--- config.mk ---
export PLATFORM = sky130hd
export DESIGN_NAME = rct_regs
export DESIGN_NICKNAME = d
export VERILOG_FILES = /design/src/inc/rct_pkg.sv /design/src/verilog/rct_regs.sv /design/src/verilog/rct_cal_timer.sv
export SDC_FILE = /design/constraint.sdc
export NUM_CORES = 1
export LEC_CHECK = 0
export ABC_CLOCK_PERIOD_IN_PS = 4450
export BUFFER_PORTS_ARGS = -buffer_cell sky130_fd_sc_hd__buf_2
export CAP_MARGIN = 20
export CORE_MARGIN = 3
export CORE_UTILIZATION = 55
export CTS_CLUSTER_DIAMETER = 100
export DETAILED_ROUTE_END_ITERATION = 6
export PLACE_DENSITY_LB_ADDON = 0.25
export RECOVER_POWER = 50
export SLEW_MARGIN = 20
export SYNTH_ARGS = -nofsm -noshare
export SYNTH_HDL_FRONTEND = slang
export SYNTH_HIERARCHICAL = 1
export SYNTH_SLANG_ARGS = --single-unit
--- constraint.sdc ---
create_clock -name aclk -period 4.45 [get_ports aclk]
set_input_delay 0.89 -clock aclk [delete_from_list [all_inputs] [get_ports aclk]]
set_output_delay 0.89 -clock aclk [all_outputs]
set_load 0.005 [all_outputs]
--- src/inc/rct_pkg.sv ---
// Constants shared by the receiver calibration and trim register bank
package rct_pkg;

  // Register indices; the byte address of each register is four times its index
  localparam logic [7:0] IDX_BPF_CAL_TIME = 8'h8A;
  localparam logic [7:0] IDX_BPF_CAL_BW = 8'h8B;
  localparam logic [7:0] IDX_XTAL_COARSE = 8'h8C;
  localparam logic [7:0] IDX_XTAL_FINE = 8'h8D;
  localparam logic [7:0] IDX_SIGNAL_STRENGTH_MON = 8'h8E;
  localparam logic [7:0] IDX_ADC_SEL = 8'h8F;
  localparam logic [7:0] IDX_CAL_CTRL = 8'hC0;

  // Field widths
  localparam int CAL_TIME_W = 4;
  localparam int CAL_BW_W = 6;
  localparam int COARSE_W = 5;
  localparam int FINE_W = 4;
  localparam int ADC_SEL_W = 3;

  // Reset values
  localparam logic [3:0] CAL_TIME_RST = 4'h7;
  localparam logic [5:0] CAL_BW_RST = 6'h04;
  localparam logic [4:0] COARSE_RST = 5'h10;
  localparam logic [3:0] FINE_RST = 4'h0;
  localparam logic MON_EN_RST = 1'b1;
  localparam logic [2:0] ADC_SEL_RST = 3'h0;

  // Documented bandwidth codes
  localparam logic [5:0] BW_50K = 6'h04;
  localparam logic [5:0] BW_80K = 6'h0D;
  localparam logic [5:0] BW_125K = 6'h16;
  localparam logic [5:0] BW_200K = 6'h1F;
  localparam logic [5:0] BW_300K = 6'h27;

  // Converter input selections
  localparam logic [2:0] ADC_SIGNAL_STRENGTH = 3'h0;
  localparam logic [2:0] ADC_TEMPERATURE = 3'h1;
  localparam logic [2:0] ADC_HALF_DIGITAL_SUPPLY = 3'h2;

  // Coarse trim ceiling, code 18h is 24 pF
  localparam logic [4:0] COARSE_MAX = 5'h18;

  // Control register bit positions
  localparam int CTRL_START_BIT = 0;
  localparam int CTRL_CLEAR_BIT = 1;
  localparam int STAT_BUSY_BIT = 0;
  localparam int STAT_DONE_BIT = 1;

  // Calibration time in crystal periods: 80 * 7 * (N + 4)
  localparam int CLK_HZ = 20000000;
  localparam int XTAL_PERIOD_NS = 50;
  localparam int XTAL_CYCLES = (XTAL_PERIOD_NS * (CLK_HZ / 1000000) + 999) / 1000;
  localparam int CAL_BASE = 80;
  localparam int CAL_STEP = 7;
  localparam int CAL_OFFSET = 4;
  localparam int CAL_UNIT_CYCLES = XTAL_CYCLES * CAL_BASE * CAL_STEP;

  // AXI responses
  localparam logic [1:0] RESP_OKAY = 2'h0;
  localparam logic [1:0] RESP_SLVERR = 2'h2;

endpackage

--- src/verilog/rct_regs.sv ---
// Receiver calibration and crystal trim register bank with AXI4-Lite slave
// Function
// - Calibration runs crystal period times 80 times 7 times (N+4); default N is 7.
// - Filter bandwidth during calibration follows a 6-bit field, default code 04h.
// - Coarse trim capacitance equals the 5-bit code in 1 pF steps, reset 10h.
// - Coarse codes above 18h saturate to the 24 pF setting.
// - Four fine trim bits each connect their own capacitor; all reset clear.
// - Strength monitor pin buffer follows bit 0, reset enabled.
// - Converter input follows a 3-bit select, reset selects signal strength.
//
// Register access over AXI4-Lite is this design's own decision.
module rct_regs #(
  parameter int ADDR_W = 12,
  parameter int CAL_UNIT_P = rct_pkg::CAL_UNIT_CYCLES
) (
  input wire logic aclk,
  input wire logic aresetn,
  input wire logic [ADDR_W-1:0] s_axi_awaddr,
  input wire logic s_axi_awvalid,
  output logic s_axi_awready,
  input wire logic [31:0] s_axi_wdata,
  input wire logic [3:0] s_axi_wstrb,
  input wire logic s_axi_wvalid,
  output logic s_axi_wready,
  output logic [1:0] s_axi_bresp,
  output logic s_axi_bvalid,
  input wire logic s_axi_bready,
  input wire logic [ADDR_W-1:0] s_axi_araddr,
  input wire logic s_axi_arvalid,
  output logic s_axi_arready,
  output logic [31:0] s_axi_rdata,
  output logic [1:0] s_axi_rresp,
  output logic s_axi_rvalid,
  input wire logic s_axi_rready,
  output logic [3:0] filter_cal_duration,
  output logic [5:0] filter_cal_bandwidth,
  output logic filter_cal_active,
  output logic [4:0] osc_coarse_cap,
  output logic osc_fine_cap_500ff,
  output logic osc_fine_cap_250ff,
  output logic osc_fine_cap_125ff,
  output logic osc_fine_cap_62ff,
  output logic strength_pin_buffer_en,
  output logic [2:0] converter_input_sel
);

  typedef struct packed {
    logic awready;
    logic wready;
    logic aw_got;
    logic w_got;
    logic [ADDR_W-1:0] aw_addr;
    logic [7:0] wdata;
    logic wstrb0;
    logic bvalid;
    logic [1:0] bresp;
    logic arready;
    logic rvalid;
    logic [31:0] rdata;
    logic [1:0] rresp;
    logic [3:0] cal_time;
    logic [5:0] cal_bw;
    logic [4:0] coarse_raw;
    logic [4:0] coarse_cap;
    logic [3:0] fine;
    logic mon_en;
    logic [2:0] adc_sel;
    logic cal_done;
    logic cal_start;
  } rct_state_t;

  localparam rct_state_t ST_RST = '{
    awready: 1'b1,
    wready: 1'b1,
    arready: 1'b1,
    bresp: rct_pkg::RESP_OKAY,
    rresp: rct_pkg::RESP_OKAY,
    cal_time: rct_pkg::CAL_TIME_RST,
    cal_bw: rct_pkg::CAL_BW_RST,
    coarse_raw: rct_pkg::COARSE_RST,
    coarse_cap: rct_pkg::COARSE_RST,
    fine: rct_pkg::FINE_RST,
    mon_en: rct_pkg::MON_EN_RST,
    adc_sel: rct_pkg::ADC_SEL_RST,
    default: '0
  };

  rct_state_t s_reg;
  rct_state_t s_next;
  logic cal_busy;
  logic cal_end;
  logic do_wr;
  logic wr_ok;
  logic [7:0] wr_idx;

  // Address bits above the index field must be zero for a hit
  function automatic logic in_range(input logic [ADDR_W-1:0] a);
    in_range = ((a >> 10) == '0);
  endfunction

  // Read decode: {response, data}; unused bits are simply never placed
  function automatic logic [33:0] rd_word(input logic [ADDR_W-1:0] a, input rct_state_t st,
                                          input logic busy);
    logic [7:0] idx;
    logic [31:0] d;
    logic [1:0] r;
    idx = a[9:2];
    d = 32'h0;
    r = rct_pkg::RESP_OKAY;
    if (!in_range(a))
      r = rct_pkg::RESP_SLVERR;
    else if (idx == rct_pkg::IDX_BPF_CAL_TIME)
      d[3:0] = st.cal_time;
    else if (idx == rct_pkg::IDX_BPF_CAL_BW)
      d[5:0] = st.cal_bw;
    else if (idx == rct_pkg::IDX_XTAL_COARSE)
      d[4:0] = st.coarse_raw;
    else if (idx == rct_pkg::IDX_XTAL_FINE)
      d[3:0] = st.fine;
    else if (idx == rct_pkg::IDX_SIGNAL_STRENGTH_MON)
      d[0] = st.mon_en;
    else if (idx == rct_pkg::IDX_ADC_SEL)
      d[2:0] = st.adc_sel;
    else if (idx == rct_pkg::IDX_CAL_CTRL)
    begin
      d[rct_pkg::STAT_BUSY_BIT] = busy;
      d[rct_pkg::STAT_DONE_BIT] = st.cal_done;
    end
    else
      r = rct_pkg::RESP_SLVERR;
    rd_word = {r, d};
  endfunction

  // Readback keeps the raw coarse code; only the pin value is clamped
  function automatic logic [4:0] sat_coarse(input logic [4:0] c);
    sat_coarse = (c > rct_pkg::COARSE_MAX) ? rct_pkg::COARSE_MAX : c;
  endfunction

  assign do_wr = s_reg.aw_got & s_reg.w_got & ~s_reg.bvalid;
  assign wr_ok = do_wr & s_reg.wstrb0 & in_range(s_reg.aw_addr);
  assign wr_idx = s_reg.aw_addr[9:2];

  always_comb
  begin
    logic [33:0] rw;
    logic hit;
    rw = 34'h0;
    hit = 1'b0;
    s_next = s_reg;
    s_next.cal_start = 1'b0;

    // Write address and data may come in either order
    if (s_axi_awvalid && s_reg.awready)
    begin
      s_next.aw_got = 1'b1;
      s_next.aw_addr = s_axi_awaddr;
      s_next.awready = 1'b0;
    end
    if (s_axi_wvalid && s_reg.wready)
    begin
      s_next.w_got = 1'b1;
      s_next.wdata = s_axi_wdata[7:0];
      s_next.wstrb0 = s_axi_wstrb[0];
      s_next.wready = 1'b0;
    end

    if (do_wr)
    begin
      s_next.aw_got = 1'b0;
      s_next.w_got = 1'b0;
      s_next.bvalid = 1'b1;
      if (in_range(s_reg.aw_addr))
      begin
        if (wr_idx == rct_pkg::IDX_BPF_CAL_TIME)
          hit = 1'b1;
        else if (wr_idx == rct_pkg::IDX_BPF_CAL_BW)
          hit = 1'b1;
        else if (wr_idx == rct_pkg::IDX_XTAL_COARSE)
          hit = 1'b1;
        else if (wr_idx == rct_pkg::IDX_XTAL_FINE)
          hit = 1'b1;
        else if (wr_idx == rct_pkg::IDX_SIGNAL_STRENGTH_MON)
          hit = 1'b1;
        else if (wr_idx == rct_pkg::IDX_ADC_SEL)
          hit = 1'b1;
        else if (wr_idx == rct_pkg::IDX_CAL_CTRL)
          hit = 1'b1;
      end
      s_next.bresp = hit ? rct_pkg::RESP_OKAY : rct_pkg::RESP_SLVERR;
    end

    // Only the low byte lane carries register bits
    if (wr_ok)
    begin
      if (wr_idx == rct_pkg::IDX_BPF_CAL_TIME)
        s_next.cal_time = s_reg.wdata[3:0];
      else if (wr_idx == rct_pkg::IDX_BPF_CAL_BW)
        s_next.cal_bw = s_reg.wdata[5:0];
      else if (wr_idx == rct_pkg::IDX_XTAL_COARSE)
      begin
        s_next.coarse_raw = s_reg.wdata[4:0];
        s_next.coarse_cap = sat_coarse(s_reg.wdata[4:0]);
      end
      else if (wr_idx == rct_pkg::IDX_XTAL_FINE)
        s_next.fine = s_reg.wdata[3:0];
      else if (wr_idx == rct_pkg::IDX_SIGNAL_STRENGTH_MON)
        s_next.mon_en = s_reg.wdata[0];
      else if (wr_idx == rct_pkg::IDX_ADC_SEL)
        s_next.adc_sel = s_reg.wdata[2:0];
      else if (wr_idx == rct_pkg::IDX_CAL_CTRL)
      begin
        s_next.cal_start = s_reg.wdata[rct_pkg::CTRL_START_BIT];
        if (s_reg.wdata[rct_pkg::CTRL_CLEAR_BIT])
          s_next.cal_done = 1'b0;
      end
    end

    // A calibration ending in the same cycle as a clear still leaves done set
    if (cal_end)
      s_next.cal_done = 1'b1;

    if (s_reg.bvalid && s_axi_bready)
    begin
      s_next.bvalid = 1'b0;
      s_next.awready = 1'b1;
      s_next.wready = 1'b1;
    end

    if (s_axi_arvalid && s_reg.arready)
    begin
      rw = rd_word(s_axi_araddr, s_reg, cal_busy);
      s_next.rresp = rw[33:32];
      s_next.rdata = rw[31:0];
      s_next.rvalid = 1'b1;
      s_next.arready = 1'b0;
    end
    else if (s_reg.rvalid && s_axi_rready)
    begin
      s_next.rvalid = 1'b0;
      s_next.arready = 1'b1;
    end
  end

  always_ff @(posedge aclk)
  begin
    if (!aresetn)
      s_reg <= ST_RST;
    else
      s_reg <= s_next;
  end

  rct_cal_timer #(
    .UNIT_CYCLES(CAL_UNIT_P)
  ) u_cal_timer (
    .aclk(aclk),
    .aresetn(aresetn),
    .start(s_reg.cal_start),
    .duration(s_reg.cal_time),
    .busy(cal_busy),
    .done(cal_end)
  );

  assign s_axi_awready = s_reg.awready;
  assign s_axi_wready = s_reg.wready;
  assign s_axi_bresp = s_reg.bresp;
  assign s_axi_bvalid = s_reg.bvalid;
  assign s_axi_arready = s_reg.arready;
  assign s_axi_rdata = s_reg.rdata;
  assign s_axi_rresp = s_reg.rresp;
  assign s_axi_rvalid = s_reg.rvalid;
  assign filter_cal_duration = s_reg.cal_time;
  assign filter_cal_bandwidth = s_reg.cal_bw;
  assign filter_cal_active = cal_busy;
  assign osc_coarse_cap = s_reg.coarse_cap;
  assign osc_fine_cap_500ff = s_reg.fine[3];
  assign osc_fine_cap_250ff = s_reg.fine[2];
  assign osc_fine_cap_125ff = s_reg.fine[1];
  assign osc_fine_cap_62ff = s_reg.fine[0];
  assign strength_pin_buffer_en = s_reg.mon_en;
  assign converter_input_sel = s_reg.adc_sel;

  bandwidth_write_a: assert property (@(posedge aclk) disable iff (!aresetn)
    wr_ok && wr_idx == rct_pkg::IDX_BPF_CAL_BW |=> filter_cal_bandwidth == $past(s_reg.wdata[5:0]))
    else $error("bandwidth does not follow write");

  coarse_clamp_a: assert property (@(posedge aclk) disable iff (!aresetn)
    wr_ok && wr_idx == rct_pkg::IDX_XTAL_COARSE && s_reg.wdata[4:0] > rct_pkg::COARSE_MAX
    |=> osc_coarse_cap == rct_pkg::COARSE_MAX)
    else $error("coarse trim not clamped");

  coarse_pass_a: assert property (@(posedge aclk) disable iff (!aresetn)
    wr_ok && wr_idx == rct_pkg::IDX_XTAL_COARSE && s_reg.wdata[4:0] <= rct_pkg::COARSE_MAX
    |=> osc_coarse_cap == $past(s_reg.wdata[4:0]))
    else $error("coarse trim does not follow write");

  coarse_bound_a: assert property (@(posedge aclk) disable iff (!aresetn)
    osc_coarse_cap <= rct_pkg::COARSE_MAX)
    else $error("coarse trim above maximum");

  fine_bits_a: assert property (@(posedge aclk) disable iff (!aresetn)
    wr_ok && wr_idx == rct_pkg::IDX_XTAL_FINE |=> {osc_fine_cap_500ff, osc_fine_cap_250ff,
    osc_fine_cap_125ff, osc_fine_cap_62ff} == $past(s_reg.wdata[3:0]))
    else $error("fine trim bits do not follow write");

  monitor_en_a: assert property (@(posedge aclk) disable iff (!aresetn)
    wr_ok && wr_idx == rct_pkg::IDX_SIGNAL_STRENGTH_MON |=> strength_pin_buffer_en == $past(s_reg.wdata[0]))
    else $error("monitor buffer enable does not follow bit 0");

  input_sel_a: assert property (@(posedge aclk) disable iff (!aresetn)
    wr_ok && wr_idx == rct_pkg::IDX_ADC_SEL |=> converter_input_sel == $past(s_reg.wdata[2:0]))
    else $error("converter select does not follow write");

  duration_cfg_a: assert property (@(posedge aclk) disable iff (!aresetn)
    wr_ok && wr_idx == rct_pkg::IDX_BPF_CAL_TIME |=> filter_cal_duration == $past(s_reg.wdata[3:0]))
    else $error("calibration time field does not follow write");

  unused_zero_a: assert property (@(posedge aclk) disable iff (!aresetn)
    s_axi_rvalid |-> s_axi_rdata[31:6] == 26'h0)
    else $error("unused read bits not zero");

  coarse_read_a: assert property (@(posedge aclk) disable iff (!aresetn)
    s_axi_arvalid && s_axi_arready && in_range(s_axi_araddr) &&
    s_axi_araddr[9:2] == rct_pkg::IDX_XTAL_COARSE |=> s_axi_rdata[7:5] == 3'h0)
    else $error("coarse register unused bits read nonzero");

  write_resp_a: assert property (@(posedge aclk) disable iff (!aresetn)
    do_wr |=> s_axi_bvalid)
    else $error("write response not raised after write");

endmodule // rct_regs

--- src/verilog/rct_cal_timer.sv ---
// Band-pass filter calibration duration timer
module rct_cal_timer #(
  parameter int UNIT_CYCLES = rct_pkg::CAL_UNIT_CYCLES
) (
  input wire logic aclk,
  input wire logic aresetn,
  input wire logic start,
  input wire logic [3:0] duration,
  output logic busy,
  output logic done
);

  localparam int UW = (UNIT_CYCLES > 1) ? $clog2(UNIT_CYCLES) : 1;

  typedef struct packed {
    logic busy;
    logic done;
    logic [3:0] n;
    logic [UW-1:0] unit_cnt;
    logic [4:0] step_cnt;
  } rct_tmr_t;

  rct_tmr_t s_reg;
  rct_tmr_t s_next;
  logic [4:0] last_step;

  assign last_step = 5'(s_reg.n) + 5'(rct_pkg::CAL_OFFSET - 1);

  always_comb
  begin
    s_next = s_reg;
    s_next.done = 1'b0;
    // A start while running is ignored so the duration cannot be cut short
    if (start && !s_reg.busy)
    begin
      s_next.busy = 1'b1;
      s_next.n = duration;
      s_next.unit_cnt = '0;
      s_next.step_cnt = '0;
    end
    else if (s_reg.busy)
    begin
      if (s_reg.unit_cnt == UW'(UNIT_CYCLES - 1))
      begin
        s_next.unit_cnt = '0;
        if (s_reg.step_cnt == last_step)
        begin
          s_next.busy = 1'b0;
          s_next.done = 1'b1;
        end
        else
        begin
          s_next.step_cnt = s_reg.step_cnt + 5'h01;
        end
      end
      else
      begin
        s_next.unit_cnt = s_reg.unit_cnt + UW'(1);
      end
    end
  end

  always_ff @(posedge aclk)
  begin
    if (!aresetn)
      s_reg <= '0;
    else
      s_reg <= s_next;
  end

  assign busy = s_reg.busy;
  assign done = s_reg.done;

  // Cycles spent busy, for checking only
  logic [31:0] elapsed;
  always_ff @(posedge aclk)
  begin
    if (!aresetn)
      elapsed <= 32'h0;
    else if (s_reg.busy)
      elapsed <= elapsed + 32'h1;
    else if (start)
      elapsed <= 32'h0;
  end

  cal_length_a: assert property (@(posedge aclk) disable iff (!aresetn)
    $fell(s_reg.busy) |-> (elapsed == UNIT_CYCLES * (32'(s_reg.n) + 32'(rct_pkg::CAL_OFFSET))))
    else $error("calibration length wrong");

  done_after_a: assert property (@(posedge aclk) disable iff (!aresetn)
    $fell(s_reg.busy) |-> s_reg.done)
    else $error("done pulse missing at end of calibration");

endmodule // rct_cal_timer

==> results.toml <==
[routing]
drt-vias-per-instance = 5.24
drc = 0
drtIter0Drc = 89
finalWirelength_um = 8390
wl_per_cell_um = 13.5
drtAntennaViolNets = 0
drt_first_pass_iters = 4
vias = 3249

[clock_network]
cts_buffer_depth = 2
path_clk_slew_ns = 0.08
cts_buffers = 9
post_cts_buffers = 0
h-tree-depth = 3
clk_latency_ns = 0.35
cts-hold-fix-buffers = 0
postCtsResizedCells = 0
cts-root-buf = "clkbuf_8"
cts_tree = "built"
clkSinkCount = 83

[finish]
largest_reg_flops = 26
layout.nets = 586
utilization = 0.607
post_route_cells_drive_above_1_share = 0.155
final_common_cell = "dfxtp_1"
final_cell_mix = "dfxtp_1, nand2_1, buf_2"
multiInputGateArea_mm2 = 0.00213
seqCellArea_mm2 = 0.00166
diodes = 0
syn2layout_area_growth_pct = 5.77
fillers = 688

[floorplanning]
fp.dieW_um = 93.7
start_util = 0.574
die_h_um = 93.7
dieArea_mm2 = 0.00878
fp.coreArea_mm2 = 0.00737
io_pins = 132
fp-row-count = 31

[timing]
rsz0062_at_grt = "false"
setup_viol_count_final = 0
tns_ns = 0
period_share = 0.688
worst_pin_slew_ns = 1.69
max_slew_margin = -0.128
hold_viol = 0
finClkSkew_ns = 0.00665
fmax_ghz = 0.327
finalCriticalPeriod_ns = 3.06
drv_slew = 45

[global_route]
track_usage = 0.201
grt_max_degree = 45
grt_pass1_vias = 3040
grt_pass1_wl_um = 14200
antenna_found_initial = 0
grt.overflow.total = 0

[synthesis]
ys_types = 55
avgSynthCellArea_um2 = 8.76
ys.flop_type = "dfxtp_1"
synth_edf_count = 0
ys_warn_count = 6
synth-seq-cells = 83
syn_inst = 483
yosysSeqAreaShare = 0.393
synthesis.area_mm2 = 0.00423
synthArstFlopShare = 0

[setup_path]
reg2reg_to = "u_cal_timer/s_reg[3]"
worstPathRequired_ns = 4.69
reg2reg_from = "u_cal_timer/s_reg[15]"
r2r_cells = 7
arrival_ns = 3.30
crit_fanout = 44
startpoint_type = "primary input"
ff2ff_setup_slack_ns = 2.03
crit_type = "primary input to flip-flop"
cp-end-kind = "flip-flop"

[run]
max-cap-violations = 1

[place]
port_buffers = 70
dp_hpwl_um = 6210
place.gp.congestion = 0.780

[power]
irDropWorstVdd_mv = 0.173
power_uw = 1390
powerDensity_mw_per_mm2 = 311
p_leak_uw = 0.00162

[outcome]
run_status = "finished, violations left"
failed_checks = "max-capacitance violations, max-slew violations"

[hold_path]
min_to = "osc_coarse_cap[4]"
min_from = "osc_coarse_cap[4]"
hold_path_depth = 1
hold_path.class = "flip-flop to flip-flop"
-- metal layers --
layer  wire, µm  global-route usage  up-vias  share of wire
li1           -                   -     1644              -
met1       3880               0.264     1529           0.46
met2       4040               0.328       68           0.48
met3        386              0.0553        8          0.046
met4         79              0.0517        0         0.0094
met5          0                   0        -              0
-- kinds of logic after synthesis --
| group | count (synthesis) | share of synthesized area |
|---|---|---|
| xor gates and xnor gates | 13 | 0.0269 |
| muxes | 20 | 0.0479 |
| other | 1 | 0.000887 |
| and+or+nand+nor | 184 | 0.241 |
| buffers and inverters | 85 | 0.128 |
| adders and majority gates | 3 | 0.00888 |
| AOI/OAI and AO/OA | 94 | 0.154 |
| DFF | 83 | 0.393 |
-- how the worst max path moves through the flow --
stage	startpoint	to	slack, ns
floorplan	s_axi_araddr[2]	s_axi_rdata[0]	2.24
global placement	s_axi_arvalid	s_axi_rdata[5]	2.11
detailed placement	u_cal_timer/s_reg[15]	u_cal_timer/s_reg[2]	2.08
CTS	u_cal_timer/s_reg[15]	u_cal_timer/s_reg[3]	2.06
global route	aresetn	s_axi_awready	1.08
finish	aresetn	s_axi_awready	1.39
-- cell usage after synthesis (5+ instances only) --
master,count,area (µm²)
dfxtp_1,83,1660
nand2_1,67,251
buf_4,54,405
a21boi_0,29,218
nor2b_1,26,163
nor2_1,22,82.6
nand3_1,21,105
o21ai_0,20,100
mux2i_1,18,180
clkbuf_1,17,63.8
a21oi_1,16,80.1
inv_1,9,33.8
xnor2_1,9,78.8
nand2b_1,8,50.1
nor3_1,6,30.0
nor4_4,5,106
-- final cells by class --
class,count,area share
clock buffers,12,0.0302
flip-flops and latches,83,0.371
clock inverters,4,0.0115
multi-input cells,342,0.476
well taps,99,0.0277
inverters,9,0.00755
repair buffers,71,0.0755
-- power by group --
| group | switching [µW] | internal, µW | leakage (µW) |
|---|---|---|---|
| sequential | 19.1 | 757 | 0.000673 |
| combinational | 53.4 | 38.6 | 0.000858 |
| clock | 263 | 260 | 0.0000906 |
| total | 335 | 1060 | 0.00162 |
-- worst max-delay path, stage by stage --
cell and delay, ns:
clkbuf_1 1.18, clkbuf_1 0.80, a21boi_0 0.30, o21ai_0 0.12
-- through the flow --
step           instance area (µm²)  std cells  hold slack (ns)  setup WS (ns)
2_1_floorplan                 4330        510            0.418           2.24
3_3_place_gp                  4310        604            0.428           2.11
3_5_place_dp                  4310        604            0.434           2.08
4_1_cts                       4490        620            0.454           2.06
5_1_grt                       4470        620            0.482           1.08
6_report                      4470        620            0.453           1.39
No activity file was read; power rests on OpenSTA's default activity.
